### src/plfcc_pkg.sv
package plfcc_pkg;

    // ==========================================================
    // register map (word offsets as byte addresses)
    // ==========================================================
    localparam logic [3:0] PLFCC_ADDR_CTRL  = 4'h0;   // control bits
    localparam logic [3:0] PLFCC_ADDR_SYN   = 4'h4;   // divider and multiplier
    localparam logic [3:0] PLFCC_ADDR_FLAG  = 4'h8;   // pll flag register
    localparam logic [3:0] PLFCC_ADDR_STAT  = 4'hC;   // live status

    // control register field positions
    localparam int CTRL_PLL_ON    = 0;
    localparam int CTRL_AUTO      = 1;
    localparam int CTRL_ACQ       = 2;
    localparam int CTRL_BUS_CLK_FROM_PLL      = 3;
    localparam int CTRL_MCS       = 4;
    localparam int CTRL_CME       = 5;
    localparam int CTRL_FORCED_MONITOR_ENABLE      = 6;
    localparam int CTRL_NOLH      = 7;
    localparam int CTRL_IN_RANGE_IRQ_ENABLE    = 8;
    localparam int CTRL_FALLBACK_IRQ_ENABLE      = 9;

    // flag register positions
    localparam int FLAG_LOCK      = 0;
    localparam int FLAG_LOCKIF    = 1;
    localparam int FLAG_FALLBACK_ACTIVE_FLAG     = 2;
    localparam int FLAG_FALLBACK_CHANGE_FLAG      = 3;

    // synthesis field widths and reset values
    localparam int          REFDV_W       = 3;
    localparam int          SYN_W         = 6;
    localparam logic [2:0]  REFDV_RST     = 3'h0;
    localparam logic [5:0]  SYN_RST       = 6'h00;
    localparam int          SYN_LSB       = 8;

    // 13-stage counter timing
    localparam int          CNT_W         = 13;
    localparam logic [12:0] CNT_MID       = 13'h1000;   // 4096, mid count

    localparam logic [31:0] ZERO_WORD     = 32'h0000_0000;

    // loop filter mode
    typedef enum logic {
        PLFCC_FILT_ACQ,
        PLFCC_FILT_TRK
    } plfcc_filt_e;

    // analog loop status bundle
    typedef struct packed {
        logic in_trk_tol;     // vco within tracking tolerance
        logic out_unt_tol;    // vco outside untracking tolerance
        logic in_lock_tol;    // vco within lock tolerance
        logic out_unl_tol;    // vco outside unlock tolerance
    } plfcc_cmp_s;

    // clock steering outputs
    typedef struct packed {
        logic pll_power_on;
        logic bus_clk_from_pll;
        logic module_clk_select;
        logic monitor_active;
        logic force_pclk;
        logic pll_resume;
    } plfcc_clk_s;

endpackage

### src/plfcc_pll_ctrl.sv
`timescale 1ns/1ps
// Operation
// - divide ref 1..8, multiply 1..64
// - run in wait, suspend stop, resume at once if auto, one cycle later if not
// - lock detect compares feedback against reference
// - acquisition mode reads select bit zero
// - tracking when not acquisition or select set
// - auto mode switches filter by itself
// - auto: select read-only, tolerance set/clear
// - in-range bit read-only with tolerance hysteresis
// - in-range change raises enabled interrupt
// - manual: select writable, chooses filter
// - fallback from vco minimum, needs supply
// - power-up fallback only in normal mode
// - no fallback: monitor reset, latch holds
// - fallback forces power, bus high, module low
// - active flag; change flag with interrupt
// - monitor enabled throughout fallback
// - fallback forces module clocks to pclk
// - poll monitor at count 4096 of 8192
// - clock back: leave, clear, restore selects
// - auto and bus set: pll relocks after
// - reset sets monitor, power, clears disable
// - power-up reset held until count 4096
module plfcc_pll_ctrl
    import plfcc_pkg::*;
#(
    parameter int DIV_MAX = 8,
    parameter int MUL_MAX = 64
) (
    // clock and reset
    input  wire logic                 i_clk,
    input  wire logic                 i_reset_n,
    // avalon-mm slave
    input  wire logic [3:0]           i_avs_address,
    input  wire logic                 i_avs_read,
    input  wire logic                 i_avs_write,
    input  wire logic [31:0]          i_avs_writedata,
    output logic      [31:0]          o_avs_readdata,
    output logic                      o_avs_waitrequest,
    // pins and analog status (asynchronous)
    input  wire logic                 i_pll_supply,
    input  wire logic                 i_normal_mode,
    input  wire logic                 i_clk_present,
    input  wire plfcc_pkg::plfcc_cmp_s i_cmp,
    input  wire logic                 i_slow_tick,
    input  wire logic                 i_wait_mode,
    input  wire logic                 i_stop_mode,
    // loop and clock control
    output logic [2:0]                o_ref_div,
    output logic [5:0]                o_vco_mul,
    output plfcc_pkg::plfcc_filt_e    o_filt_mode,
    output plfcc_pkg::plfcc_clk_s     o_clk,
    output logic                      o_pll_run,
    // reset and interrupts
    output logic                      o_int_reset_n,
    output logic                      o_monitor_reset,
    output logic                      o_irq
);
    import plfcc_pkg::*;

    // ==========================================================
    // state
    // ==========================================================
    typedef struct packed {
        logic [9:0]   ctrl;
        logic [2:0]   ref_div;
        logic [5:0]   vco_mul;
        logic         acq_auto;
        logic         lock;
        logic         lock_if;
        logic         lh_active;
        logic         lh_if;
        logic         rst_latch;
        logic         por_done;
        logic         pll_was;
        logic [12:0]  cnt;
        logic [31:0]  rdata;
        logic         ack;
        logic [9:0]   sync1;
        logic [9:0]   sync2;
        logic         stop_was;
    } plfcc_state_s;

    plfcc_state_s state_r;
    plfcc_state_s state_nxt;

    // synchronised inputs
    logic s_supply, s_normal, s_clk_ok, s_tick, s_wait, s_stop;
    plfcc_cmp_s s_cmp;
    assign {s_supply, s_normal, s_clk_ok, s_tick, s_wait, s_stop} = state_r.sync2[9:4];
    assign s_cmp = plfcc_cmp_s'(state_r.sync2[3:0]);

    // raw asynchronous levels into the first synchroniser stage
    logic [9:0] sync_in;
    assign sync_in = {i_pll_supply, i_normal_mode, i_clk_present, i_slow_tick,
                      i_wait_mode, i_stop_mode, i_cmp.in_trk_tol,
                      i_cmp.out_unt_tol, i_cmp.in_lock_tol, i_cmp.out_unl_tol};

    logic auto_bw, acq_bit, mon_en, fb_allowed, clk_lost, mid_hit, access;

    // ==========================================================
    // next-state logic
    // ==========================================================
    always_comb begin
        state_nxt = state_r;
        // two-flop synchroniser, first stage read only here and in the reset branch
        state_nxt.sync1 = sync_in;
        state_nxt.sync2 = state_r.sync1;
        state_nxt.stop_was = s_stop;

        auto_bw    = state_r.ctrl[CTRL_AUTO];
        mon_en     = state_r.ctrl[CTRL_CME] | state_r.ctrl[CTRL_FORCED_MONITOR_ENABLE]
                   | state_r.lh_active;
        fb_allowed = s_supply & ~state_r.ctrl[CTRL_NOLH];
        clk_lost   = mon_en & ~s_clk_ok;
        mid_hit    = s_tick & (state_r.cnt == CNT_MID - 13'h0001);

        // lock detector outcome, hysteresis on tolerances
        if (s_cmp.in_trk_tol)
            state_nxt.acq_auto = 1'b1;
        else if (s_cmp.out_unt_tol)
            state_nxt.acq_auto = 1'b0;
        if (s_cmp.in_lock_tol)
            state_nxt.lock = 1'b1;
        else if (s_cmp.out_unl_tol)
            state_nxt.lock = 1'b0;
        acq_bit = auto_bw ? state_r.acq_auto : state_r.ctrl[CTRL_ACQ];

        // free-running 13-stage counter on slow ticks
        if (s_tick)
            state_nxt.cnt = state_r.cnt + 13'h0001;

        // power-up internal reset held to mid count
        if (!state_r.por_done && mid_hit) begin
            state_nxt.por_done = 1'b1;
            state_nxt.cnt      = '0;
        end

        // fallback entry and exit
        if (!state_r.lh_active && clk_lost && !s_stop) begin
            if (fb_allowed && (state_r.por_done || s_normal)) begin
                state_nxt.lh_active = 1'b1;
                state_nxt.pll_was   = state_r.ctrl[CTRL_BUS_CLK_FROM_PLL];
            end else if (!fb_allowed) begin
                state_nxt.rst_latch = 1'b1;
            end
        end else if (state_r.lh_active && mid_hit && s_clk_ok) begin
            state_nxt.lh_active = 1'b0;
        end
        if (state_r.rst_latch && s_clk_ok)
            state_nxt.rst_latch = 1'b0;

        // bus access, one wait state then acknowledge
        access = (i_avs_read | i_avs_write) & ~state_r.ack;
        state_nxt.ack = access;
        // a write lands on the edge at which waitrequest is low
        if (i_avs_write && state_r.ack) begin
            unique case (i_avs_address)
                PLFCC_ADDR_CTRL: begin
                    state_nxt.ctrl = i_avs_writedata[9:0];
                    if (auto_bw)
                        state_nxt.ctrl[CTRL_ACQ] = state_r.ctrl[CTRL_ACQ];
                end
                PLFCC_ADDR_SYN: begin
                    state_nxt.ref_div = i_avs_writedata[REFDV_W-1:0];
                    state_nxt.vco_mul = i_avs_writedata[SYN_LSB +: SYN_W];
                end
                PLFCC_ADDR_FLAG: begin
                    if (i_avs_writedata[FLAG_LOCKIF])
                        state_nxt.lock_if = 1'b0;
                    if (i_avs_writedata[FLAG_FALLBACK_CHANGE_FLAG])
                        state_nxt.lh_if = 1'b0;
                end
                default: ;
            endcase
        end
        state_nxt.rdata = ZERO_WORD;
        if (access && i_avs_read) begin
            unique case (i_avs_address)
                PLFCC_ADDR_CTRL: begin
                    state_nxt.rdata[9:0] = state_r.ctrl;
                    state_nxt.rdata[CTRL_ACQ] = acq_bit;
                end
                PLFCC_ADDR_SYN: begin
                    state_nxt.rdata[REFDV_W-1:0]    = state_r.ref_div;
                    state_nxt.rdata[SYN_LSB +: SYN_W] = state_r.vco_mul;
                end
                PLFCC_ADDR_FLAG: begin
                    state_nxt.rdata[FLAG_LOCK]   = state_r.lock;
                    state_nxt.rdata[FLAG_LOCKIF] = state_r.lock_if;
                    state_nxt.rdata[FLAG_FALLBACK_ACTIVE_FLAG]  = state_r.lh_active;
                    state_nxt.rdata[FLAG_FALLBACK_CHANGE_FLAG]   = state_r.lh_if;
                end
                PLFCC_ADDR_STAT: begin
                    state_nxt.rdata[3:0] = {state_r.rst_latch, state_r.por_done,
                                            s_clk_ok, s_supply};
                end
                default: ;
            endcase
        end

        // hardware sets win over software clears
        if (state_nxt.lock != state_r.lock)
            state_nxt.lock_if = 1'b1;
        if (state_nxt.lh_active != state_r.lh_active)
            state_nxt.lh_if = 1'b1;

        // reset defaults with supply present
        if (!i_reset_n) begin
            state_nxt = '0;
            state_nxt.ctrl[CTRL_CME]    = 1'b1;
            state_nxt.ctrl[CTRL_PLL_ON] = 1'b1;
            state_nxt.ctrl[CTRL_NOLH]   = 1'b0;
            state_nxt.ctrl[CTRL_AUTO]   = 1'b1;
            state_nxt.ref_div = REFDV_RST;
            state_nxt.vco_mul = SYN_RST;
            // latch survives reset until clock activity is seen again
            state_nxt.rst_latch = state_r.rst_latch & ~s_clk_ok;
            state_nxt.sync1 = sync_in;
            state_nxt.sync2 = state_r.sync1;
        end
    end

    // ==========================================================
    // registers
    // ==========================================================
    always_ff @(posedge i_clk) begin
        state_r <= state_nxt;
    end

    // ==========================================================
    // outputs
    // ==========================================================
    assign o_ref_div   = state_r.ref_div;
    assign o_vco_mul   = state_r.vco_mul;
    assign o_filt_mode = acq_bit ? PLFCC_FILT_TRK : PLFCC_FILT_ACQ;
    // fallback forcing of clock selects
    assign o_clk.pll_power_on      = state_r.ctrl[CTRL_PLL_ON] | state_r.lh_active;
    assign o_clk.bus_clk_from_pll  = state_r.lh_active ? 1'b1 : state_r.ctrl[CTRL_BUS_CLK_FROM_PLL];
    assign o_clk.module_clk_select = state_r.lh_active ? 1'b0 : state_r.ctrl[CTRL_MCS];
    assign o_clk.monitor_active    = mon_en;
    assign o_clk.force_pclk        = state_r.lh_active;
    assign o_clk.pll_resume        = auto_bw & state_r.pll_was & ~state_r.lh_active;
    // pll runs in wait, suspends in stop, resumes at once with auto, one cycle later without
    assign o_pll_run = o_clk.pll_power_on & ~s_stop
                     & (~state_r.stop_was | s_stop | auto_bw);
    assign o_int_reset_n   = state_r.por_done & ~state_r.rst_latch;
    assign o_monitor_reset = state_r.rst_latch;
    assign o_irq = (state_r.lock_if & state_r.ctrl[CTRL_IN_RANGE_IRQ_ENABLE])
                 | (state_r.lh_if & state_r.ctrl[CTRL_FALLBACK_IRQ_ENABLE]);
    assign o_avs_readdata    = state_r.rdata;
    assign o_avs_waitrequest = (i_avs_read | i_avs_write) & ~state_r.ack;

endmodule

### config.mk
export PLATFORM = sky130hd
export DESIGN_NAME = plfcc_pll_ctrl
export DESIGN_NICKNAME = d
export VERILOG_FILES = /design/src/plfcc_pkg.sv /design/src/plfcc_pll_ctrl.sv
export SDC_FILE = /design/constraint.sdc
export NUM_CORES = 1
export LEC_CHECK = 0
export ABC_CLOCK_PERIOD_IN_PS = 2000
export BUFFER_PORTS_ARGS = -buffer_cell sky130_fd_sc_hd__buf_4
export CAP_MARGIN = 20
export CORE_MARGIN = 3
export CORE_UTILIZATION = 50
export CTS_CLUSTER_DIAMETER = 150
export DETAILED_ROUTE_END_ITERATION = 8
export GPL_TIMING_DRIVEN = 0
export MAX_ROUTING_LAYER = met4
export PLACE_DENSITY = 0.83
export REMOVE_ABC_BUFFERS = 1
export SLEW_MARGIN = 20
export SYNTH_ARGS = -nofsm -noshare
export SYNTH_HDL_FRONTEND = slang
export SYNTH_SLANG_ARGS = --single-unit
export TNS_END_PERCENT = 1
### constraint.sdc
create_clock -name i_clk -period 2 [get_ports i_clk]
set_clock_uncertainty 0.2 [all_clocks]
set_input_delay 0.4 -clock i_clk [delete_from_list [all_inputs] [get_ports i_clk]]
set_output_delay 0.4 -clock i_clk [all_outputs]
set_load 0.1 [all_outputs]
==> run_summary.xml, run 1 <==
<?xml version="1.0" encoding="UTF-8"?>
<metrics>
  <group name="power">
    <metric name="worst_ir_drop_vdd" unit="V">0.000552</metric>
    <metric name="switching_power" unit="mW">0.823</metric>
    <metric name="cellPowerDensity" unit="nW/um^2">867</metric>
    <metric name="power.share.clock" unit="">0.375</metric>
    <metric name="p_comb_frac" unit="">0.129</metric>
    <metric name="power_report.internal_total" unit="mW">2.28</metric>
    <metric name="total_leakage_power" unit="nW">1.54</metric>
    <metric name="power_switching_share" unit="">0.265</metric>
    <metric name="power.sequential.fraction" unit="">0.496</metric>
  </group>
  <group name="job">
    <metric name="max-cap-violations" unit="">0</metric>
  </group>
  <group name="placement">
    <metric name="portBuffers" unit="">65</metric>
    <metric name="gp_routability_congestion" unit="">0.815</metric>
    <metric name="dp.final_hpwl" unit="um">4330</metric>
  </group>
  <group name="floorplan">
    <metric name="total_die_area" unit="um^2">6970</metric>
    <metric name="die_width" unit="um">83.5</metric>
    <metric name="fp-row-count" unit="">27</metric>
    <metric name="starting_density_of_the_core" unit="">0.532</metric>
    <metric name="design.portCount" unit="">103</metric>
    <metric name="die_h" unit="um">83.5</metric>
    <metric name="fp.coreArea" unit="um^2">5640</metric>
  </group>
  <group name="route">
    <metric name="routed_via_density" unit="">5.07</metric>
    <metric name="drt_first_pass_iters" unit="">4</metric>
    <metric name="routedWlPerCell" unit="um">13.9</metric>
    <metric name="drtAntennaViolNets" unit="">0</metric>
    <metric name="route.vias.total" unit="">2204</metric>
    <metric name="detail_route.drc_violations" unit="">0</metric>
    <metric name="drt_iter0_drc" unit="">153</metric>
    <metric name="routed_wirelength" unit="um">6030</metric>
  </group>
  <group name="yosys">
    <metric name="synth_top_flop_cell" unit="">sky130_fd_sc_hd__dfxtp_1</metric>
    <metric name="synthesis.area" unit="um^2">3000</metric>
    <metric name="flops_latches_synth" unit="">74</metric>
    <metric name="post_synth_most_frequent_cells" unit="">73 x sky130_fd_sc_hd__dfxtp_1, 43 x sky130_fd_sc_hd__buf_4, 41 x sky130_fd_sc_hd__nor2_1</metric>
    <metric name="netlist-cell-type-count" unit="">45</metric>
    <metric name="synth_enable_flop_cells" unit="">1</metric>
    <metric name="syn-mean-instance-area" unit="um^2">9.72</metric>
    <metric name="synth_top_cell_by_area" unit="">sky130_fd_sc_hd__dfxtp_1</metric>
    <metric name="synthMostInstantiatedCell" unit="">sky130_fd_sc_hd__dfxtp_1</metric>
    <metric name="synth_cells" unit="">309</metric>
    <metric name="yosysWarnings" unit="">0</metric>
    <metric name="synth_top_cell_area_share" unit="">0.487</metric>
    <metric name="netlist_top_cells_area" unit="">sky130_fd_sc_hd__dfxtp_1 49%, sky130_fd_sc_hd__buf_4 11%, sky130_fd_sc_hd__mux2i_1 6.0%, sky130_fd_sc_hd__nor2_1 5.1%, sky130_fd_sc_hd__nand3_1 2.5%</metric>
    <metric name="ys_seq_area_frac" unit="">0.497</metric>
    <metric name="synth_async_sr_flop_share" unit="">0</metric>
  </group>
  <group name="clock_network">
    <metric name="cts_max_path_buffers" unit="">2</metric>
    <metric name="cts.reportedPaths.clkPinSlew" unit="ns">0.07</metric>
    <metric name="post_cts_buffers" unit="">0</metric>
    <metric name="clk-insertion-delay-late" unit="ns">0.34</metric>
    <metric name="cts_made_buffers" unit="">9</metric>
    <metric name="tritoncts" unit="">built</metric>
    <metric name="cell_chosen_for_the_clock_root" unit="">sky130_fd_sc_hd__clkbuf_8</metric>
    <metric name="cts-htree-levels" unit="">3</metric>
    <metric name="cts_sinks" unit="">74</metric>
  </group>
  <group name="sta">
    <metric name="rsz0062_at_grt" unit="">yes</metric>
    <metric name="finalCritPeriodShare" unit="">0.975</metric>
    <metric name="timing_worst_slew_pin_value" unit="ns">0.797</metric>
    <metric name="fin_tns_setup" unit="ns">0</metric>
    <metric name="final-setup-viol-count" unit="">0</metric>
    <metric name="final.hold.worst_slack" unit="ns">0.0855</metric>
    <metric name="fmax" unit="MHz">513</metric>
    <metric name="finalCriticalPeriod" unit="ns">1.95</metric>
    <metric name="report.final.hold_viol_count" unit="">0</metric>
    <metric name="final_max_slew_viol_count" unit="">0</metric>
    <metric name="slew-limit-headroom" unit="">0.465</metric>
  </group>
  <group name="worst_setup_path">
    <metric name="cp-endpoint" unit="">o_pll_run</metric>
    <metric name="r2r_setup_slack" unit="ns">0.19</metric>
    <metric name="regToRegEndpoint" unit="">state_r[63]$_SDFFE_PP0P_</metric>
    <metric name="crit_start" unit="">o_clk[1]$_SDFF_PN0_</metric>
    <metric name="required" unit="ns">1.40</metric>
    <metric name="endpoint_kind" unit="">output pin</metric>
    <metric name="worst_r2r_path_depth" unit="">5</metric>
    <metric name="crit_arrival" unit="ns">1.35</metric>
    <metric name="sort_of_element_at_the_start_of_the_critical_path" unit="">register</metric>
    <metric name="timing.rr.start" unit="">state_r[54]$_SDFFE_PP0P_</metric>
    <metric name="cp_max_fo" unit="">10</metric>
    <metric name="critPathKind" unit="">register to output pin</metric>
  </group>
  <group name="layout">
    <metric name="drive_above_1_share" unit="">0.264</metric>
    <metric name="nNetsFinal" unit="">410</metric>
    <metric name="areaGrowthSynthToFinish" unit="%">19.3</metric>
    <metric name="antenna_cells" unit="">0</metric>
  </group>
  <group name="grt">
    <metric name="first_global_vias" unit="">2079</metric>
    <metric name="gr-total-overflow" unit="">0</metric>
    <metric name="grt_max_degree" unit="">28</metric>
    <metric name="grt_antenna_before_repair" unit="">0</metric>
    <metric name="grt_use_total" unit="">0.187</metric>
    <metric name="wire_length_of_the_first_global_routing_pass" unit="um">10100</metric>
  </group>
  <group name="status">
    <metric name="status" unit="">finished clean</metric>
  </group>
  <group name="hold_path">
    <metric name="min_path_type" unit="">input port to register</metric>
  </group>
</metrics>
-- registers in the layout, indices dropped and copies added, names as in the netlist --
name / cells
state_r: 39
o_avs_readdata: 14
o_vco_mul: 6
s_cmp: 4
o_ref_div: 3
auto_bw: 1
o_clk: 1
o_monitor_reset: 1
s_clk_ok: 1
s_normal: 1
s_stop: 1
s_supply: 1
s_tick: 1
-- cell families (layout without fill, tap and decap cells) --
logic type                 after synthesis  count (layout)  share of synthesized area
buffers and inverters                   60              97                      0.135
AOI/OAI and AO/OA                       25              25                     0.0542
and+or+nand+nor                        116             116                      0.200
adders and majority gates                1               1                    0.00417
muxes                                   21              21                     0.0763
other                                    1              18                    0.00125
xor gates and xnor gates                11              11                     0.0321
DFF                                     74              74                      0.497
-- metrics by stage --
stage | utilization | setup WS, ns | cells | area, um^2 | power, mW
floorplan | - | -1.68 | 274 | 2690 | 1.86
global route | 0.635 | -0.0372 | 435 | 3580 | 3.23
global placement | 0.579 | -0.313 | 411 | 3270 | 1.95
CTS | 0.633 | 0.00183 | 435 | 3570 | 3.14
finish | 0.635 | 0.0497 | 435 | 3580 | 3.11
detailed placement | 0.579 | -0.377 | 411 | 3270 | 1.96
-- per-layer routing --
metal  share of wire  track usage  up-vias
met5               0            -        -
met4           0.019       0.0658        0
met3           0.080       0.0780       12
met2            0.50        0.301       92
met1            0.40        0.208     1025
li1                -            -     1075
-- cell usage in the layout, fill, tap and decap left out, types with 2 or more instances in the layout --
master / synthesis / routed
sky130_fd_sc_hd__xor2_1: 4 / 4
sky130_fd_sc_hd__xnor2_1: 7 / 7
sky130_fd_sc_hd__nor2_1: 41 / 40
sky130_fd_sc_hd__nand2_1: 18 / 18
sky130_fd_sc_hd__o22a_2: 2 / 2
sky130_fd_sc_hd__conb_1: 1 / 18
sky130_fd_sc_hd__and3_1: 5 / 5
sky130_fd_sc_hd__dfxtp_1: 73 / 71
sky130_fd_sc_hd__mux2_2: 2 / 2
sky130_fd_sc_hd__nand3_1: 15 / 15
sky130_fd_sc_hd__nor3_1: 6 / 6
sky130_fd_sc_hd__inv_1: 7 / 7
sky130_fd_sc_hd__or3_1: 3 / 3
sky130_fd_sc_hd__nand4_1: 4 / 4
sky130_fd_sc_hd__clkbuf_8: 0 / 12
sky130_fd_sc_hd__nand4b_1: 2 / 2
sky130_fd_sc_hd__buf_4: 43 / 64
sky130_fd_sc_hd__and2_1: 6 / 6
sky130_fd_sc_hd__nand3b_1: 2 / 2
sky130_fd_sc_hd__mux2i_1: 18 / 18
sky130_fd_sc_hd__nor2b_1: 2 / 2
sky130_fd_sc_hd__or2_2: 2 / 2
sky130_fd_sc_hd__a21oi_1: 11 / 11
sky130_fd_sc_hd__o21ai_0: 4 / 4
sky130_fd_sc_hd__a22o_1: 3 / 3
sky130_fd_sc_hd__nor4_1: 2 / 2
sky130_fd_sc_hd__dlygate4sd3_1: 0 / 9
-- timing repair --
item	4_1_cts	5_1_grt
cloned	0	0
pin swaps	0	1
hold buffers	9	0
resized for setup	4	4
setup endpoints to repair	13	21
endpoints found under the hold margin	9	0
-- critical path, stage by stage, from the launching register on --
cell and delay, ns:
sky130_fd_sc_hd__dfxtp_4 0.38, sky130_fd_sc_hd__or2_2 0.29, sky130_fd_sc_hd__o21ai_0 0.08, sky130_fd_sc_hd__nor2_1 0.08, sky130_fd_sc_hd__buf_6 0.18
-- power groups by stage --
stage	Sequential, mW	Clock, mW	Combinational [mW]
detailed placement	1.58	0	0.383
finish	1.54	1.16	0.401
floorplan	1.60	0	0.258
global placement	1.57	0	0.380
CTS	1.54	1.20	0.399
global route	1.55	1.26	0.423
-- cell type report --
cell class	instances	area, um^2
flip-flops and latches	74	1500
repair buffers	74	582
clock inverters	2	35.0
multi-input cells	192	1180
fillers	479	2060
clock buffers	13	169
well taps	72	90.1
inverters	8	30.0
-- worst min-delay path by stage --
| stage | startpoint | endpoint | slack [ns] | cells past startpoint |
|---|---|---|---|---|
| final | i_avs_writedata[12] | o_vco_mul[4]$_SDFFE_PN0P_ | 0.09 | 3 |
| after global routing | i_reset_n | auto_bw$_SDFFE_PN1P_ | 0.08 | 2 |
| after CTS | i_avs_writedata[12] | o_vco_mul[4]$_SDFFE_PN0P_ | 0.07 | 3 |
| after detailed placement | state_r[15]$_DFF_P_ | s_stop$_DFF_P_ | 0.11 | 0 |
| after global placement | state_r[17]$_DFF_P_ | s_tick$_DFF_P_ | 0.11 | 0 |
| after floorplan | state_r[18]$_DFF_P_ | s_clk_ok$_DFF_P_ | 0.11 | 0 |
Note: power is estimated with default switching activity, not from simulation.
==> inputs of run 2 (changes only) <==
HOLD_SLACK_MARGIN = 0.02   (was not set)
RECOVER_POWER = 50   (was not set)
==> run 2 against run 1 <==
Total power is 0.11% lower. Critical path depth is the same. Routed wire length about the same. Register-to-register slack about the same. Die area is the same. Critical path type unchanged.
==> run_summary.xml, run 2 (synthesis gave the netlist of run 1 again) <==
<?xml version="1.0" encoding="UTF-8"?>
<metrics>
  <group name="status">
    <metric name="status" unit="">finished clean</metric>
  </group>
  <group name="placement">
    <metric name="standard_cell_area_after_detailed_placement" unit="um^2">3270</metric>
    <metric name="portBuffers" unit="">65</metric>
    <metric name="placed_cells" unit="">411</metric>
    <metric name="dp.final_hpwl" unit="um">4330</metric>
    <metric name="gp_routability_congestion" unit="">0.815</metric>
  </group>
  <group name="power">
    <metric name="worst_ir_drop_vdd" unit="V">0.000551</metric>
    <metric name="power_report.internal_total" unit="mW">2.28</metric>
    <metric name="power_switching_share" unit="">0.264</metric>
    <metric name="power.share.clock" unit="">0.375</metric>
    <metric name="p_comb_frac" unit="">0.128</metric>
    <metric name="switching_power" unit="mW">0.821</metric>
    <metric name="cellPowerDensity" unit="nW/um^2">879</metric>
    <metric name="power.sequential.fraction" unit="">0.497</metric>
    <metric name="total_leakage_power" unit="nW">1.52</metric>
  </group>
  <group name="grt">
    <metric name="gr-total-overflow" unit="">0</metric>
    <metric name="grt_use_total" unit="">0.187</metric>
    <metric name="grt_antenna_before_repair" unit="">0</metric>
    <metric name="wire_length_of_the_first_global_routing_pass" unit="um">10100</metric>
    <metric name="grt_max_degree" unit="">28</metric>
    <metric name="first_global_vias" unit="">2079</metric>
  </group>
  <group name="layout">
    <metric name="nNetsFinal" unit="">410</metric>
    <metric name="finalNonFillerCells" unit="">435</metric>
    <metric name="most_flops_register" unit="">state_r</metric>
    <metric name="areaGrowthSynthToFinish" unit="%">17.6</metric>
    <metric name="drive_above_1_share" unit="">0.262</metric>
    <metric name="largest_register_ff_count" unit="">39</metric>
    <metric name="commonest_cells_after_routing_fill_and_taps_aside" unit="">71 x sky130_fd_sc_hd__dfxtp_1, 40 x sky130_fd_sc_hd__nor2_1, 36 x sky130_fd_sc_hd__buf_4</metric>
    <metric name="finish.instance_area" unit="um^2">3530</metric>
    <metric name="number_of_filler_instances_in_the_final_layout" unit="">494</metric>
    <metric name="antenna_cells" unit="">0</metric>
    <metric name="layout_commonest_cell" unit="">sky130_fd_sc_hd__dfxtp_1</metric>
    <metric name="final_core_util" unit="">0.626</metric>
  </group>
  <group name="floorplan">
    <metric name="total_die_area" unit="um^2">6970</metric>
    <metric name="design.portCount" unit="">103</metric>
    <metric name="die_h" unit="um">83.5</metric>
    <metric name="fp.coreArea" unit="um^2">5640</metric>
    <metric name="fp-row-count" unit="">27</metric>
    <metric name="die_width" unit="um">83.5</metric>
    <metric name="starting_density_of_the_core" unit="">0.532</metric>
  </group>
  <group name="route">
    <metric name="routedWlPerCell" unit="um">13.9</metric>
    <metric name="detail_route.drc_violations" unit="">0</metric>
    <metric name="routed_via_density" unit="">5.09</metric>
    <metric name="drtAntennaViolNets" unit="">0</metric>
    <metric name="route.vias.total" unit="">2215</metric>
    <metric name="drt_first_pass_iters" unit="">4</metric>
    <metric name="drt_iter0_drc" unit="">145</metric>
    <metric name="routed_wirelength" unit="um">6030</metric>
  </group>
  <group name="worst_setup_path">
    <metric name="worst_r2r_path_depth" unit="">5</metric>
    <metric name="regToRegEndpoint" unit="">state_r[63]$_SDFFE_PP0P_</metric>
    <metric name="timing.critical_path.slowest_cell_delay" unit="ns">0.38</metric>
    <metric name="endpoint_kind" unit="">output pin</metric>
    <metric name="required" unit="ns">1.40</metric>
    <metric name="critPathKind" unit="">register to output pin</metric>
    <metric name="critical-path-slowest-cell" unit="">sky130_fd_sc_hd__dfxtp_4</metric>
    <metric name="cp_max_fo" unit="">10</metric>
    <metric name="critical_path.cell_chain" unit="">or2_2, o21ai_0, nor2_1, buf_6</metric>
    <metric name="r2r_setup_slack" unit="ns">0.19</metric>
    <metric name="crit_arrival" unit="ns">1.35</metric>
    <metric name="timing.rr.start" unit="">state_r[54]$_SDFFE_PP0P_</metric>
    <metric name="sort_of_element_at_the_start_of_the_critical_path" unit="">register</metric>
  </group>
  <group name="sta">
    <metric name="finalCritPeriodShare" unit="">0.975</metric>
    <metric name="fmax" unit="MHz">513</metric>
    <metric name="rsz0062_at_grt" unit="">yes</metric>
    <metric name="report.final.hold_viol_count" unit="">0</metric>
    <metric name="final-setup-viol-count" unit="">0</metric>
    <metric name="slew-limit-headroom" unit="">0.458</metric>
    <metric name="timing_worst_slew_pin_value" unit="ns">0.809</metric>
    <metric name="final_max_slew_viol_count" unit="">0</metric>
    <metric name="finalCriticalPeriod" unit="ns">1.95</metric>
  </group>
  <group name="clock_network">
    <metric name="tritoncts" unit="">built</metric>
    <metric name="cell_chosen_for_the_clock_root" unit="">sky130_fd_sc_hd__clkbuf_8</metric>
    <metric name="cts-htree-levels" unit="">3</metric>
    <metric name="clk-insertion-delay-late" unit="ns">0.34</metric>
    <metric name="cts_sinks" unit="">74</metric>
    <metric name="cts.reportedPaths.clkPinSlew" unit="ns">0.07</metric>
    <metric name="cts_max_path_buffers" unit="">2</metric>
    <metric name="cts_made_buffers" unit="">9</metric>
    <metric name="post_cts_buffers" unit="">0</metric>
  </group>
  <group name="hold_path">
    <metric name="min_path_type" unit="">input port to register</metric>
    <metric name="timing.hold.worst_endpoint" unit="">o_vco_mul[4]$_SDFFE_PN0P_</metric>
    <metric name="hold_path_depth" unit="">3</metric>
    <metric name="hold_start" unit="">i_avs_writedata[12]</metric>
  </group>
  <group name="job">
    <metric name="max-cap-violations" unit="">0</metric>
  </group>
</metrics>
run 2: cell type report:
| cell class | instances | area (um^2) | area share |
|---|---|---|---|
| flip-flops and latches | 74 | 1500 | 0.424 |
| multi-input cells | 192 | 1180 | 0.333 |
| repair buffers | 74 | 534 | 0.151 |
| clock buffers | 13 | 169 | 0.0478 |
| well taps | 72 | 90.1 | 0.0255 |
| clock inverters | 2 | 35.0 | 0.00992 |
| inverters | 8 | 30.0 | 0.00850 |
run 2: worst max-delay path by stage:
stage,start,slack (ns),depth (start not counted),to
4_1_cts,i_avs_address[3],0.002,5,state_r[90]$_SDFFE_PN0P_
2_1_floorplan,o_clk[1]$_SDFF_PN0_,-1.68,3,o_pll_run
3_3_place_gp,i_avs_address[3],-0.31,5,state_r[90]$_SDFFE_PN0P_
5_1_grt,o_clk[1]$_SDFF_PN0_,-0.04,4,o_pll_run
3_5_place_dp,i_avs_address[3],-0.38,5,state_r[87]$_SDFFE_PN0P_
6_report,o_clk[1]$_SDFF_PN0_,0.05,4,o_pll_run
run 2: timing repair:
action	CTS	global route
pin swaps	0	1
resized for setup	4	4
hold endpoints to repair	9	0
hold buffers	9	0
endpoints found under the setup margin	13	21
run 2: critical path, delay by kind of cell, from the launching register on:
family | cells | cell delay, ns
flip-flops | 1 | 0.38
buffers and inverters | 1 | 0.18
AND/OR/NAND/NOR | 2 | 0.37
AO/OA/AOI/OAI | 1 | 0.08
run 2: metrics by stage:
stage,power [mW],hold WS [ns],worst slack [ns],TNS (ns)
4_1_cts,3.14,0.0732,0.00183,0
5_1_grt,3.23,0.0810,-0.0372,-0.0372
3_5_place_dp,1.96,0.112,-0.377,-5.67
2_1_floorplan,1.86,0.110,-1.68,-5.21
6_report,3.10,0.0883,0.0503,0
3_3_place_gp,1.95,0.110,-0.313,-5.06
run 2: routing by layer:
metal | wire length [um] | up-vias | track usage
met2 | 3050 | 104 | 0.301
met1 | 2390 | 1025 | 0.208
met3 | 495 | 9 | 0.0780
li1 | - | 1077 | -
met5 | 0 | - | -
met4 | 99 | 0 | 0.0658
run 2: power groups by stage:
stage	registers [mW]	clock network (mW)	logic (mW)
3_3_place_gp	1.57	0	0.380
2_1_floorplan	1.60	0	0.258
3_5_place_dp	1.58	0	0.383
5_1_grt	1.55	1.26	0.421
6_report	1.54	1.16	0.399
4_1_cts	1.54	1.20	0.399
==> inputs of run 3 (changes only) <==
ABC_AREA = 1   (was not set)
CELL_PAD_IN_SITES_DETAIL_PLACEMENT = 1   (was not set)
CELL_PAD_IN_SITES_GLOBAL_PLACEMENT = 2   (was not set)
CORE_UTILIZATION = 28   (was 50)
PLACE_DENSITY = 0.82   (was 0.83)
==> run 3 against run 2 <==
Sequential power is essentially flat. Die area up 76%. Global-route usage is 5.9 points lower. Setup slack improved by 0.054 ns. Utilization fell by 27 points. Largest cell class unchanged. Register-to-register slack gained 0.11 ns. Worst hold slack worse by 0.014 ns. Synthesized cell count up 21%. First-iteration DRC count decreased by 55%.
==> run_summary.xml, run 3 <==
<?xml version="1.0" encoding="UTF-8"?>
<metrics>
  <group name="status">
    <metric name="status" unit="">finished clean</metric>
  </group>
  <group name="floorplan">
    <metric name="die_h" unit="um">111</metric>
    <metric name="fp-row-count" unit="">37</metric>
    <metric name="fp.coreArea" unit="um^2">10500</metric>
    <metric name="design.portCount" unit="">103</metric>
    <metric name="starting_density_of_the_core" unit="">0.293</metric>
    <metric name="total_die_area" unit="um^2">12300</metric>
    <metric name="die_width" unit="um">111</metric>
  </group>
  <group name="clock_network">
    <metric name="cts_max_path_buffers" unit="">2</metric>
    <metric name="cts.reportedPaths.clkPinSlew" unit="ns">0.07</metric>
    <metric name="cts_sinks" unit="">74</metric>
    <metric name="cts_made_buffers" unit="">9</metric>
    <metric name="tritoncts" unit="">built</metric>
    <metric name="clk-insertion-delay-late" unit="ns">0.35</metric>
    <metric name="cell_chosen_for_the_clock_root" unit="">sky130_fd_sc_hd__clkbuf_8</metric>
    <metric name="cts-htree-levels" unit="">3</metric>
  </group>
  <group name="grt">
    <metric name="first_global_vias" unit="">2509</metric>
    <metric name="wire_length_of_the_first_global_routing_pass" unit="um">12200</metric>
    <metric name="grt_use_total" unit="">0.128</metric>
    <metric name="grt_max_degree" unit="">18</metric>
    <metric name="gr-total-overflow" unit="">0</metric>
    <metric name="grt_antenna_before_repair" unit="">0</metric>
  </group>
  <group name="yosys">
    <metric name="ys_seq_area_frac" unit="">0.484</metric>
    <metric name="flops_latches_synth" unit="">74</metric>
    <metric name="synth_top_cell_area_share" unit="">0.475</metric>
    <metric name="yosysWarnings" unit="">0</metric>
    <metric name="synth_top_flop_cell" unit="">sky130_fd_sc_hd__dfxtp_1</metric>
    <metric name="post_synth_most_frequent_cells" unit="">73 x sky130_fd_sc_hd__dfxtp_1, 55 x sky130_fd_sc_hd__nand2_1, 44 x sky130_fd_sc_hd__buf_4</metric>
    <metric name="synth_async_sr_flop_share" unit="">0</metric>
    <metric name="netlist-cell-type-count" unit="">31</metric>
    <metric name="synth_cells" unit="">375</metric>
    <metric name="synthesis.area" unit="um^2">3080</metric>
    <metric name="synth_top_cell_by_area" unit="">sky130_fd_sc_hd__dfxtp_1</metric>
    <metric name="synth_enable_flop_cells" unit="">1</metric>
    <metric name="netlist_top_cells_area" unit="">sky130_fd_sc_hd__dfxtp_1 47%, sky130_fd_sc_hd__buf_4 11%, sky130_fd_sc_hd__nand2_1 6.7%, sky130_fd_sc_hd__a21oi_1 5.0%, sky130_fd_sc_hd__inv_1 4.6%</metric>
    <metric name="syn-mean-instance-area" unit="um^2">8.21</metric>
    <metric name="synthMostInstantiatedCell" unit="">sky130_fd_sc_hd__dfxtp_1</metric>
  </group>
  <group name="layout">
    <metric name="commonest_cells_after_routing_fill_and_taps_aside" unit="">72 x sky130_fd_sc_hd__dfxtp_1, 57 x sky130_fd_sc_hd__nand2_1, 48 x sky130_fd_sc_hd__buf_4</metric>
    <metric name="most_flops_register" unit="">state_r</metric>
    <metric name="largest_register_ff_count" unit="">39</metric>
    <metric name="nNetsFinal" unit="">481</metric>
    <metric name="finish.instance_area" unit="um^2">3720</metric>
    <metric name="areaGrowthSynthToFinish" unit="%">20.9</metric>
    <metric name="layout_commonest_cell" unit="">sky130_fd_sc_hd__dfxtp_1</metric>
    <metric name="antenna_cells" unit="">0</metric>
    <metric name="drive_above_1_share" unit="">0.240</metric>
  </group>
  <group name="worst_setup_path">
    <metric name="timing.rr.start" unit="">state_r[21]$_SDFF_PN0_</metric>
    <metric name="crit_start" unit="">o_clk[1]$_SDFF_PN0_</metric>
    <metric name="endpoint_kind" unit="">output pin</metric>
    <metric name="crit_arrival" unit="ns">1.30</metric>
    <metric name="required" unit="ns">1.40</metric>
    <metric name="critPathKind" unit="">register to output pin</metric>
    <metric name="cp_max_fo" unit="">7</metric>
    <metric name="sort_of_element_at_the_start_of_the_critical_path" unit="">register</metric>
  </group>
  <group name="placement">
    <metric name="dp.final_hpwl" unit="um">5660</metric>
    <metric name="portBuffers" unit="">65</metric>
    <metric name="standard_cell_area_after_detailed_placement" unit="um^2">3440</metric>
    <metric name="gp_routability_congestion" unit="">0.772</metric>
  </group>
  <group name="route">
    <metric name="drt_iter0_drc" unit="">65</metric>
    <metric name="route.vias.total" unit="">2438</metric>
    <metric name="drt_first_pass_iters" unit="">4</metric>
    <metric name="detail_route.drc_violations" unit="">0</metric>
    <metric name="drtAntennaViolNets" unit="">0</metric>
    <metric name="routedWlPerCell" unit="um">12.9</metric>
    <metric name="routed_wirelength" unit="um">7370</metric>
    <metric name="routed_via_density" unit="">4.28</metric>
  </group>
  <group name="hold_path">
    <metric name="hold_start" unit="">i_avs_writedata[5]</metric>
    <metric name="min_path_type" unit="">input port to register</metric>
  </group>
  <group name="power">
    <metric name="total_leakage_power" unit="nW">1.60</metric>
    <metric name="cellPowerDensity" unit="nW/um^2">824</metric>
    <metric name="worst_ir_drop_vdd" unit="V">0.000380</metric>
  </group>
  <group name="sta">
    <metric name="finalCritPeriodShare" unit="">0.948</metric>
    <metric name="fin_tns_setup" unit="ns">0</metric>
    <metric name="slew-limit-headroom" unit="">0.612</metric>
    <metric name="rsz0062_at_grt" unit="">no</metric>
    <metric name="final_max_slew_viol_count" unit="">0</metric>
    <metric name="timing_worst_slew_pin_value" unit="ns">0.578</metric>
    <metric name="report.final.hold_viol_count" unit="">0</metric>
    <metric name="finalCriticalPeriod" unit="ns">1.90</metric>
    <metric name="final-setup-viol-count" unit="">0</metric>
    <metric name="fmax" unit="MHz">528</metric>
  </group>
  <group name="job">
    <metric name="max-cap-violations" unit="">0</metric>
  </group>
</metrics>
-- run 3: report_power, final --
group	internal [mW]	switching (mW)	leakage (nW)
clock network	0.567	0.534	0.0921
registers	1.52	0.0268	0.608
logic	0.0967	0.328	0.903
-- run 3: timing repair --
| action | 4_1_cts | 5_1_grt |
|---|---|---|
| pin swaps | 0 | 0 |
| setup buffers | 1 | 0 |
| hold buffers | 9 | 0 |
| gates resized for setup | 8 | 4 |
| setup endpoints to repair | 5 | 2 |
| hold endpoints to repair | 9 | 0 |
-- run 3: layout make-up --
cell class,instances,area (um^2)
Clock inverter,5,56.3
Clock buffer,10,128
Tap cell,136,170
Timing Repair Buffer,75,592
Sequential cell,74,1500
Fill cell,1267,6790
Inverter,43,161
Multi-Input combinational cell,227,1120
-- run 3: cells by family (layout without fill, tap and decap cells) --
| family | after synthesis | after routing | synth area share |
|---|---|---|---|
| buf+inv | 91 | 133 | 0.170 |
| xor+xnor | 8 | 8 | 0.0228 |
| simple gates | 143 | 143 | 0.219 |
| fa+ha+maj | 1 | 1 | 0.00406 |
| compound gates | 57 | 57 | 0.0987 |
| other cells | 1 | 18 | 0.00122 |
| flops | 74 | 74 | 0.484 |
-- run 3: path summary, 6_finish.rpt --
kind                                    end  slack, ns  cells after the start
setup / recovery                   o_clk[3]       0.10                      3
hold reg to reg            s_cmp[3]$_DFF_P_       0.13                      0
setup reg to reg  o_vco_mul[2]$_SDFFE_PN0P_       0.30                      5
hold / removal     state_r[89]$_SDFFE_PN1P_       0.07                      3
-- run 3: per-stage QoR --
| step | hold slack, ns | std cells | total power [mW] | utilization | setup slack, ns |
|---|---|---|---|---|---|
| after global placement | 0.111 | 545 | 1.98 | 0.327 | -0.0199 |
| after CTS | 0.0583 | 570 | 3.12 | 0.356 | 0.0226 |
| after detailed placement | 0.113 | 545 | 1.99 | 0.327 | 0.0274 |
| final | 0.0742 | 570 | 3.07 | 0.354 | 0.104 |
| after floorplan | 0.110 | 344 | 1.88 | - | -2.11 |
| after global routing | 0.0873 | 570 | 3.20 | 0.354 | 0.0212 |
-- run 3: routing by layer --
layer  part of all wire  up-vias  GRT usage
li1                   -     1232          -
met1               0.47     1120      0.155
met2               0.45       71      0.196
met3              0.048       15     0.0371
met4              0.028        0     0.0608
met5                  0        -          -
-- run 3: worst max-delay path, cell delays in order, from the launching register on --
cell and delay, ns:
sky130_fd_sc_hd__dfxtp_4 0.35, sky130_fd_sc_hd__buf_4 0.17, sky130_fd_sc_hd__nor2_1 0.13, sky130_fd_sc_hd__buf_4 0.30
